===== config.mk =====
export PLATFORM = sky130hd
export DESIGN_NAME = clock_run_power_control
export DESIGN_NICKNAME = d
export VERILOG_FILES = /design/src/logic/clock_run_pkg.sv /design/src/logic/clock_run_power_control.sv
export SDC_FILE = /design/constraint.sdc
export NUM_CORES = 1
export LEC_CHECK = 0
export BUFFER_PORTS_ARGS = -buffer_cell sky130_fd_sc_hd__buf_2
export CAP_MARGIN = 0
export CORE_ASPECT_RATIO = 0.6
export CORE_UTILIZATION = 35
export DETAILED_ROUTE_END_ITERATION = 16
export GPL_TIMING_DRIVEN = 0
export HOLD_SLACK_MARGIN = 0.05
export PLACE_DENSITY = 0.75
export REMOVE_ABC_BUFFERS = 1
export SLEW_MARGIN = 20
export SYNTH_ARGS = -nofsm -noshare
export SYNTH_HDL_FRONTEND = slang
export SYNTH_SLANG_ARGS = --single-unit
export TNS_END_PERCENT = 50

===== constraint.sdc =====
create_clock -name aclk -period 1.3 [get_ports aclk]
set_clock_uncertainty 0.1 [all_clocks]
set_input_delay 0.065 -clock aclk [delete_from_list [all_inputs] [get_ports aclk]]
set_output_delay 0.065 -clock aclk [all_outputs]
set_load 0.005 [all_outputs]

===== src/logic/clock_run_pkg.sv =====
`default_nettype none
package clock_run_pkg;
  // ----------------------------------------------------------------
  // Register map
  // ----------------------------------------------------------------
  localparam logic [7:0] ctrl_offset = 8'h3c;
  localparam logic [7:0] int_status_offset = 8'h40;
  localparam logic [7:0] int_mask_offset = 8'h44;
  localparam logic [31:0] ctrl_reset = 32'h0000_0000;
  // ----------------------------------------------------------------
  // Field positions
  // ----------------------------------------------------------------
  localparam int status_bit = 15;
  localparam int enable_bit = 8;
  localparam int clkrun_mode_bit = 0;
  localparam int int_event_bit = 0;
  localparam int int_width = 1;
  // ----------------------------------------------------------------
  // Handshake timing, in PCI clock rising edges
  // ----------------------------------------------------------------
  localparam int hold_edges = 2;
  localparam int idle_edges = 2;
  localparam logic [1:0] axi_okay = 2'b00;
  localparam logic [1:0] axi_slverr = 2'b10;
  typedef enum logic [1:0] {st_idle, st_wait_deasserted, st_assert, st_release} run_state_e;
endpackage : clock_run_pkg
`default_nettype wire


===== src/logic/clock_run_power_control.sv =====
`default_nettype none
module clock_run_power_control
  import clock_run_pkg::*;
(
  // Clock and reset
  input wire logic aclk,
  input wire logic aresetn,
  // AXI4-Lite write address
  input wire logic [7:0] s_axi_awaddr,
  input wire logic s_axi_awvalid,
  output logic s_axi_awready,
  // AXI4-Lite write data
  input wire logic [31:0] s_axi_wdata,
  input wire logic [3:0] s_axi_wstrb,
  input wire logic s_axi_wvalid,
  output logic s_axi_wready,
  // AXI4-Lite write response
  output logic [1:0] s_axi_bresp,
  output logic s_axi_bvalid,
  input wire logic s_axi_bready,
  // AXI4-Lite read address
  input wire logic [7:0] s_axi_araddr,
  input wire logic s_axi_arvalid,
  output logic s_axi_arready,
  // AXI4-Lite read data
  output logic [31:0] s_axi_rdata,
  output logic [1:0] s_axi_rresp,
  output logic s_axi_rvalid,
  input wire logic s_axi_rready,
  // Serial configuration memory load of the enable bit
  input wire logic eeprom_load,
  input wire logic eeprom_enable,
  // Config-space mirror of status and enable
  input wire logic cfg_enable_write,
  input wire logic cfg_enable_value,
  input wire logic cfg_status_clear,
  output logic cfg_power_mgmt_enable,
  output logic cfg_power_mgmt_status,
  // Requests from the rest of the controller
  input wire logic traffic_pending,
  input wire logic rx_data_ready,
  input wire logic wake_on_network,
  input wire logic clock_stopped,
  // Shared open-drain pin
  input wire logic clock_run_request_n_in,
  output logic clock_run_request_n_out,
  output logic clock_run_request_n_oe,
  // Receive clock multiplexer select, one picks local reference clock
  output logic rx_clock_select_local,
  // Interrupt
  output logic irq
);
  // ----------------------------------------------------------------
  // Control state
  // ----------------------------------------------------------------
  logic power_event_status;
  logic power_event_enable;
  logic clkrun_mode;
  logic [int_width-1:0] int_status;
  logic [int_width-1:0] int_mask;
  run_state_e state;
  run_state_e next_state;
  logic [1:0] edge_count;
  logic [1:0] next_edge_count;
  logic pin_s1, pin_s2, pin_s3;
  logic pin_level;
  logic pme_request;
  // ----------------------------------------------------------------
  // AXI4-Lite slave
  // ----------------------------------------------------------------
  logic [7:0] aw_addr;
  logic [31:0] w_data;
  logic [3:0] w_strb;
  logic aw_held, w_held;
  wire do_write = aw_held && w_held && !s_axi_bvalid;
  wire wr_ctrl = aw_addr == ctrl_offset;
  wire wr_stat = aw_addr == int_status_offset;
  wire wr_mask = aw_addr == int_mask_offset;
  wire wr_hit = wr_ctrl || wr_stat || wr_mask;
  wire lane0 = w_strb[0];
  wire lane1 = w_strb[1];
  wire clear_status_sw = do_write && wr_ctrl && lane1 && w_data[status_bit];
  wire do_read = s_axi_arvalid && s_axi_arready;
  wire rd_ctrl = s_axi_araddr == ctrl_offset;
  wire rd_stat = s_axi_araddr == int_status_offset;
  wire rd_mask = s_axi_araddr == int_mask_offset;
  wire rd_hit = rd_ctrl || rd_stat || rd_mask;
  wire [31:0] ctrl_view = {16'h0000, power_event_status, 6'h00, power_event_enable,
                           7'h00, clkrun_mode};
  wire [31:0] rd_value = rd_ctrl ? ctrl_view :
                         rd_stat ? {31'h0000_0000, int_status} :
                         rd_mask ? {31'h0000_0000, int_mask} : 32'h0000_0000;

  // Address and data taken in either order, one write at a time
  always_ff @(posedge aclk) begin
    if (!aresetn) begin
      aw_held <= 1'b0;
      w_held <= 1'b0;
      aw_addr <= 8'h00;
      w_data <= 32'h0000_0000;
      w_strb <= 4'h0;
      s_axi_bvalid <= 1'b0;
      s_axi_bresp <= axi_okay;
    end else begin
      if (s_axi_awvalid && s_axi_awready) begin
        aw_held <= 1'b1;
        aw_addr <= s_axi_awaddr;
      end
      if (s_axi_wvalid && s_axi_wready) begin
        w_held <= 1'b1;
        w_data <= s_axi_wdata;
        w_strb <= s_axi_wstrb;
      end
      if (do_write) begin
        aw_held <= 1'b0;
        w_held <= 1'b0;
        s_axi_bvalid <= 1'b1;
        s_axi_bresp <= wr_hit ? axi_okay : axi_slverr;
      end else if (s_axi_bready) begin
        s_axi_bvalid <= 1'b0;
      end
    end
  end

  // Ready flops so the outputs stay registered
  always_ff @(posedge aclk) begin
    if (!aresetn) begin
      s_axi_awready <= 1'b0;
      s_axi_wready <= 1'b0;
    end else begin
      s_axi_awready <= !aw_held && !(s_axi_awvalid && s_axi_awready) && !s_axi_bvalid;
      s_axi_wready <= !w_held && !(s_axi_wvalid && s_axi_wready) && !s_axi_bvalid;
    end
  end

  // Read channel, answer one cycle after the address is taken
  always_ff @(posedge aclk) begin
    if (!aresetn) begin
      s_axi_arready <= 1'b0;
      s_axi_rvalid <= 1'b0;
      s_axi_rdata <= 32'h0000_0000;
      s_axi_rresp <= axi_okay;
    end else begin
      s_axi_arready <= !s_axi_rvalid && !do_read;
      if (do_read) begin
        s_axi_rvalid <= 1'b1;
        s_axi_rdata <= rd_value;
        s_axi_rresp <= rd_hit ? axi_okay : axi_slverr;
      end else if (s_axi_rready) begin
        s_axi_rvalid <= 1'b0;
      end
    end
  end

  // ----------------------------------------------------------------
  // Control register, mirrored with the config copy
  // ----------------------------------------------------------------
  // Latest writer wins; memory load sits last so power-on contents stick
  always_ff @(posedge aclk) begin
    if (!aresetn) begin
      power_event_enable <= ctrl_reset[enable_bit];
      clkrun_mode <= ctrl_reset[clkrun_mode_bit];
    end else begin
      if (do_write && wr_ctrl && lane1)
        power_event_enable <= w_data[enable_bit];
      if (do_write && wr_ctrl && lane0)
        clkrun_mode <= w_data[clkrun_mode_bit];
      if (cfg_enable_write)
        power_event_enable <= cfg_enable_value;
      if (eeprom_load)
        power_event_enable <= eeprom_enable;
    end
  end

  // Sticky status: a new event beats a clear in the same cycle
  wire status_event = pme_request || state == st_assert;
  always_ff @(posedge aclk) begin
    if (!aresetn)
      power_event_status <= ctrl_reset[status_bit];
    else if (status_event)
      power_event_status <= 1'b1;
    else if (clear_status_sw || cfg_status_clear)
      power_event_status <= 1'b0;
  end

  // ----------------------------------------------------------------
  // Pin sampling and clock-run handshake
  // ----------------------------------------------------------------
  // Three stages; a change counts once stages two and three agree
  always_ff @(posedge aclk) begin
    if (!aresetn) begin
      pin_s1 <= 1'b1;
      pin_s2 <= 1'b1;
      pin_s3 <= 1'b1;
      pin_level <= 1'b1;
    end else begin
      pin_s1 <= clock_run_request_n_in;
      pin_s2 <= pin_s1;
      pin_s3 <= pin_s2;
      if (pin_s2 == pin_s3)
        pin_level <= pin_s3;
    end
  end

  // With the enable clear nothing here holds the clock; software parks the receiver first
  // Clock need; a pending interrupt is deliberately not part of it
  wire need_clock = traffic_pending || (clock_stopped && (rx_data_ready || wake_on_network));
  wire may_drive = clkrun_mode && power_event_enable;
  assign pme_request = !clkrun_mode && wake_on_network;

  // Idle, wait for two high samples, assert two edges, release
  always_comb begin
    next_state = state;
    next_edge_count = edge_count;
    case (state)
      st_idle: begin
        next_edge_count = 2'd0;
        if (may_drive && need_clock)
          next_state = st_wait_deasserted;
      end
      st_wait_deasserted: begin
        if (!may_drive || !need_clock) begin
          next_state = st_idle;
          next_edge_count = 2'd0;
        end else if (!pin_level) begin
          next_edge_count = 2'd0;
        end else if (edge_count == 2'(idle_edges - 1)) begin
          next_state = st_assert;
          next_edge_count = 2'd0;
        end else begin
          next_edge_count = edge_count + 2'd1;
        end
      end
      st_assert: begin
        if (!may_drive) begin
          next_state = st_idle;
          next_edge_count = 2'd0;
        end else if (edge_count == 2'(hold_edges - 1)) begin
          next_state = st_release;
          next_edge_count = 2'd0;
        end else begin
          next_edge_count = edge_count + 2'd1;
        end
      end
      st_release: begin
        // The synced level lags our own drive, so a stale high must not end
        // this state: see the line low first, then wait for the resource to let go
        if (!pin_level)
          next_edge_count = 2'd1;
        if (edge_count != 2'd0 && pin_level) begin
          next_state = st_idle;
          next_edge_count = 2'd0;
        end
      end
      default: begin
        next_state = st_idle;
        next_edge_count = 2'd0;
      end
    endcase
  end

  always_ff @(posedge aclk) begin
    if (!aresetn) begin
      state <= st_idle;
      edge_count <= 2'd0;
    end else begin
      state <= next_state;
      edge_count <= next_edge_count;
    end
  end

  // ----------------------------------------------------------------
  // Pin drive, receive clock select, interrupt
  // ----------------------------------------------------------------
  // Output level is always low; only the enable moves
  wire drive_clkrun = next_state == st_assert && may_drive;
  wire drive_pme = !clkrun_mode && power_event_enable && power_event_status;
  always_ff @(posedge aclk) begin
    if (!aresetn) begin
      clock_run_request_n_out <= 1'b0;
      clock_run_request_n_oe <= 1'b0;
    end else begin
      clock_run_request_n_out <= 1'b0;
      clock_run_request_n_oe <= power_event_enable && (drive_clkrun || drive_pme);
    end
  end

  // In clock-run mode a high line means clock stopped or slowing: run receiver on local clock
  always_ff @(posedge aclk) begin
    if (!aresetn)
      rx_clock_select_local <= 1'b0;
    else
      rx_clock_select_local <= clkrun_mode && pin_level;
  end

  // Event interrupt, write one to clear, set beats clear
  wire int_event = state == st_assert && edge_count == 2'd0;
  wire mask_write = do_write && wr_mask && lane0;
  wire int_clear = do_write && wr_stat && lane0 && w_data[int_event_bit];
  always_ff @(posedge aclk) begin
    if (!aresetn) begin
      int_status <= '0;
      int_mask <= '0;
    end else begin
      if (mask_write)
        int_mask <= w_data[int_width-1:0];
      if (int_event)
        int_status[int_event_bit] <= 1'b1;
      else if (int_clear)
        int_status[int_event_bit] <= 1'b0;
    end
  end

  // Level interrupt from a flop so the line never glitches on a decode
  always_ff @(posedge aclk) begin
    if (!aresetn)
      irq <= 1'b0;
    else
      irq <= |(int_status & int_mask);
  end

  // Config-space copy runs one cycle behind the local bits
  always_ff @(posedge aclk) begin
    if (!aresetn) begin
      cfg_power_mgmt_enable <= 1'b0;
      cfg_power_mgmt_status <= 1'b0;
    end else begin
      cfg_power_mgmt_enable <= power_event_enable;
      cfg_power_mgmt_status <= power_event_status;
    end
  end
endmodule : clock_run_power_control
`default_nettype wire


## Yosys cells after proc, flatten, opt, wreduce, memory -nomap -nowiden

Index checks and enable logic that the tools add are counted.

- $add $sub $neg: 1
- Eq/ne operators: 13
- Mux-type cells: 31
- Bitwise gates (word level): 2
- Reduce and logical (&&, ||, !) cells: 59

Operators with widths:

| operator | number |
|---|---|
| $eq 8x7->1 const B | 4 |
| $logic_and 1x1->1 | 30 |
| $mux 2 | 15 |
| $eq 8x6->1 const B | 2 |
| $mux 16 | 1 |
| $pmux 2 s4 | 2 |
| $mux 1 | 13 |
| $logic_not 1->1 | 10 |
| $logic_or 1x1->1 | 10 |
| $reduce_bool 2->1 | 5 |
| $eq 2x2->1 const B | 3 |
| $eq 2x1->1 const B | 2 |
| $logic_not 2->1 | 2 |
| $ne 3x3->1 const B | 1 |
| $reduce_bool 3->1 | 1 |
| $add 2x1->2 const B | 1 |
| $reduce_or 2->1 | 1 |
| $and 1x1->1 | 1 |
| $eq 1x1->1 | 1 |
| $not 1->1 | 1 |

- Flip-flop bits (word level): 87
- Input port bits: 69
- Output and inout bits: 47
- Logic and storage cells: 135

## Longest topological paths before layout

- Depth after elaboration: 11
- Gate-level depth with buffers: 5
- Mapped depth without buffers: 5

## Worst setup path after synthesis

Ideal clock, no wire load.

- Kind: register to register
- Start: reg s_axi_bvalid
- End: reg power_event_status
- Setup time: 0.120 ns
- Arrival: 1.244 ns
- Required time: 1.080 ns
- Path slack: -0.164 ns
- Stages on the path, launching flop included: 6
- Path buffers: 0
- Period minus slack after synthesis: 1.464 ns
- Cell sequence: dfxtp_1 > nand3b_4 > nor4_4 > and3_1 > a21oi_1 > o31a_1

- Longest elaborated chain between the ends: 7

Ends and longest elaborated chain:

| element | line | source |
|---|---|---|
| from (decl) | clock_run_power_control.sv:19 | `output logic s_axi_bvalid,` |
| from (signal assigned) | clock_run_power_control.sv:102 | `s_axi_bvalid <= 1'b0;` |
| from (signal assigned) | clock_run_power_control.sv:117 | `s_axi_bvalid <= 1'b1;` |
| from (signal assigned) | clock_run_power_control.sv:120 | `s_axi_bvalid <= 1'b0;` |
| $logic_not 1->1 | clock_run_power_control.sv:75 | `wire do_write = aw_held && w_held && !s_axi_bvalid;` |
| $logic_and 1x1->1 | clock_run_power_control.sv:75 |  |
| $logic_and 1x1->1 (3 in a row) | clock_run_power_control.sv:82 | `wire clear_status_sw = do_write && wr_ctrl && lane1 && w_data[status_bit];` |
| $logic_or 1x1->1 | clock_run_power_control.sv:182 | `else if (clear_status_sw \|\| cfg_status_clear)` |
| $reduce_bool 2->1 (no source line) | -- |  |
| to (signal assigned) | clock_run_power_control.sv:179 | `power_event_status <= ctrl_reset[status_bit];` |
| to (decl) | clock_run_power_control.sv:56 | `logic power_event_status;` |

No other way between the ends.
A chain may end at the register's enable or synchronous reset.

## Final worst setup path

Ends and elaborated chain as after synthesis.

==> results.md <==
* Min Hold Slack at 0.0302 ns
* Synth cell types at 42
* Num CTS Buffers at 5
* Clock root buffer: clkbuf_8
* DR vias/cell at 4.46
* Flop pwr share at 0.559
* Maximum VDD drop at 0.370 mV
* WL per Instance at 12.1 um
* Crit. End Element: register
* RSZ-0062 raised after global routing: true
* Post-synthesis mux area share at 0.0156
* Setup tns final at -0.562 ns
* Xor-xnor portion of the synthesized cell area at 0
* Slowest library cell on the worst path: dfxtp_4
* Routability congestion estimate at 0.851
* Cells after Synth at 218
* CTS tree: done
* Layout Nets at 370
* Synth-to-Final Area Change at 35.2%
* Die width at 99.6 um
* Ys flop type: dfxtp_1
* Post-Synth Simple-Gate Area at 0.267
* WP buf/inv at 0
* Initial antenna violation count at 0
* Vias at 1690
* Pwr Total at 2.55 mW
* Violated checks: setup timing
* Minimum clock period at 1.41 ns
* Worst slew margin at 0.573
* Drt first-iter violations at 62
* Ys Warns at 0
* Critical Setup Path Class: reg -> reg
* Period utilisation layout at 1.09
* Sw frac at 0.250
* Largest family of logic cells by synthesized area: simple AND/OR/NAND/NOR gates
* Syn Area/Cell at 9.17 um^2
* Antenna viol nets, final at 0
* WP data arrival at 1.50 ns
* Global route hottest layer: met2
* Fraction of the mapped netlist area in adder cells at 0
* Pwr dens at 942 nW/um^2
* Crit start category: register
* Clk sinks at 43
* GRT Total Usage at 0.154
* N_diodes at 0
* Syn Std Cell Area at 2000 um^2
* Final wirelength at 4590 um
* Clk Latency, worst-skew pair at 0.29 ns
* Met2 Use GR at 0.260
* Clock share of power at 0.320
* Die area at 6030 um^2
* Clk pin slew, worst setup/hold paths at 0.08 ns
* Worst Setup Slack, final at -0.115 ns
* Number of remaining DRC errors at 0
* Maximum operating frequency at 707 MHz
* Placed insts at 340
* Cell Chain, Critical Path: nand3b_4, nor4_4, and3_4, a21oi_2, o31a_1
* Final setup fails at 8
* Initial Utilization at 0.379
* Max Cap Violations at 0
* Share of cells above drive strength 1 at 0.325
* Status: finished with violations
* Ports at 116
* Post-detail-place hpwl at 2980 um
* Critical Path RT at 1.38 ns
* Top fanout value on the critical path at 3
* GR Layer Usage met3 at 0.0518
* FFs w/ async S/R, synth at 0
* Vias in the first global route at 1534
* Slowest stage delay, CP at 0.35 ns
* Comb power frac at 0.122
* Slew @ Worst Pin at 0.641 ns
* GR met1 Demand/Resource at 0.196
* Overflow after GRT at 0
* Slew Viols, Final at 0
* Hold/Removal Path Class: in -> reg
* H-tree depth at 2
* Port Buf Inserts at 52
* Hold-fix buffers at CTS at 24
* Net Switching at 636 uW
* Row Count at 20
* Core area at 5280 um^2
* Die Y at 60.5 um
* EDFF count, synth at 0
* First-pass GRT wire length at 7010 um
* Worst-case clock buffer depth at 2
* Hold Fails Final Rpt at 0
* Fin cells at 379
* CP top delay family: simple AND/OR/NAND/NOR gates
* Pleak at 1.22 nW
* Cell-internal power at 1.91 mW
* Pre-antenna DRT Iters at 4
* Post-synthesis sequential area ratio at 0.431
* Largest net degree at the start of global routing at 44
* FF+latch count, synth at 43
* Post-synthesis compound-gate area fraction at 0.150
through the flow:
step / worst slack [ns] / area, um^2 / utilization
floorplan: -0.164 / 1850 / -
global placement: -0.300 / 2210 / 0.418
detailed placement: -0.333 / 2210 / 0.418
CTS: -0.188 / 2650 / 0.501
global route: -0.179 / 2700 / 0.512
finish: -0.115 / 2700 / 0.512
worst min-delay path, cell delays in order:
cell and delay (ns):
buf_2 0.12, nand2_4 0.11, a21boi_0 0.08
power by group through the flow:
stage,clock (mW),sequential (mW),combinational (mW)
4_1_cts,0.844,1.42,0.296
3_3_place_gp,0,1.45,0.225
5_1_grt,0.914,1.43,0.347
3_5_place_dp,0,1.45,0.231
2_1_floorplan,0,1.44,0.117
6_report,0.814,1.42,0.310
Yosys cell counts (all sizes together) (2+ instances only):
| master | count | area (um^2) |
|---|---|---|
| a21boi | 16 | 120 |
| a21oi | 5 | 25.0 |
| a22oi | 2 | 15.0 |
| a32oi | 2 | 17.5 |
| and2 | 3 | 18.8 |
| and3 | 7 | 43.8 |
| and3b | 2 | 17.5 |
| buf | 32 | 240 |
| clkbuf | 6 | 22.5 |
| dfxtp | 43 | 861 |
| inv | 2 | 7.51 |
| mux2i | 2 | 20.0 |
| nand2 | 19 | 71.3 |
| nand2b | 8 | 50.1 |
| nand3 | 16 | 80.1 |
| nand3b | 3 | 35.0 |
| nand4 | 3 | 18.8 |
| nor2 | 4 | 15.0 |
| nor2b | 14 | 87.6 |
| nor3 | 2 | 10.0 |
| nor3b | 2 | 20.0 |
| nor4 | 2 | 27.5 |
| nor4b | 2 | 17.5 |
| o21ai | 8 | 40.0 |
worst paths after layout:
path / from / to / slack, ns / cells after the start
worst max-delay path: s_axi_bvalid / power_event_status / -0.11 / 5
worst min-delay path: s_axi_arvalid / s_axi_rvalid / 0.03 / 3
worst max register to register: s_axi_bvalid / power_event_status / -0.11 / 5
worst min register to register: pin_s1 / pin_s2 / 0.31 / 1
flip-flops by register name, indices dropped and copies added (netlist names), 2 cells and up:
register	cells
aw_addr	8
state	2
edge_count	2
w_data	3
s_axi_rdata	3
w_strb	2
metal layers:
| metal | vias up | share of wire |
|---|---|---|
| met2 | 58 | 0.45 |
| met3 | 2 | 0.054 |
| met5 | - | 0 |
| met4 | 0 | 0.0046 |
| li1 | 861 | - |
| met1 | 769 | 0.49 |
area by class of cell:
class / count / area [um^2]
clock inverter: 2 / 12.5
tap: 77 / 96.3
fill: 492 / 2580
timing repair buffer: 83 / 553
sequential: 43 / 878
multi-input combinational: 166 / 1080
inverter: 2 / 7.51
clock buffer: 6 / 72.6
repair_timing:
action | 4_1_cts | 5_1_grt
endpoints found under the hold margin | 18 | 1
gates resized for setup | 19 | 15
setup endpoints to repair | 15 | 20
pin swaps | 7 | 6
setup buffers | 5 | 2
cells in the final DEF (no fill, tap or decap), drive strengths merged, types with 3 or more instances in the layout:
cell,n
buf,59
dfxtp,43
conb,32
dlygate4sd3,24
nand2,19
nand3,16
a21boi,16
nor2b,14
nand2b,8
o21ai,8
and3,7
clkbuf,6
a21oi,5
nor2,4
nand4,3
and2,3
nand3b,3
cell families (layout without fill, tap and decap cells):
logic type	after synthesis	in the layout
buffers and inverters	40	93
muxes	3	3
DFF	43	43
other	1	32
AOI/OAI and AO/OA	42	42
and+or+nand+nor	89	89
Power figures use the tool's default switching activity.
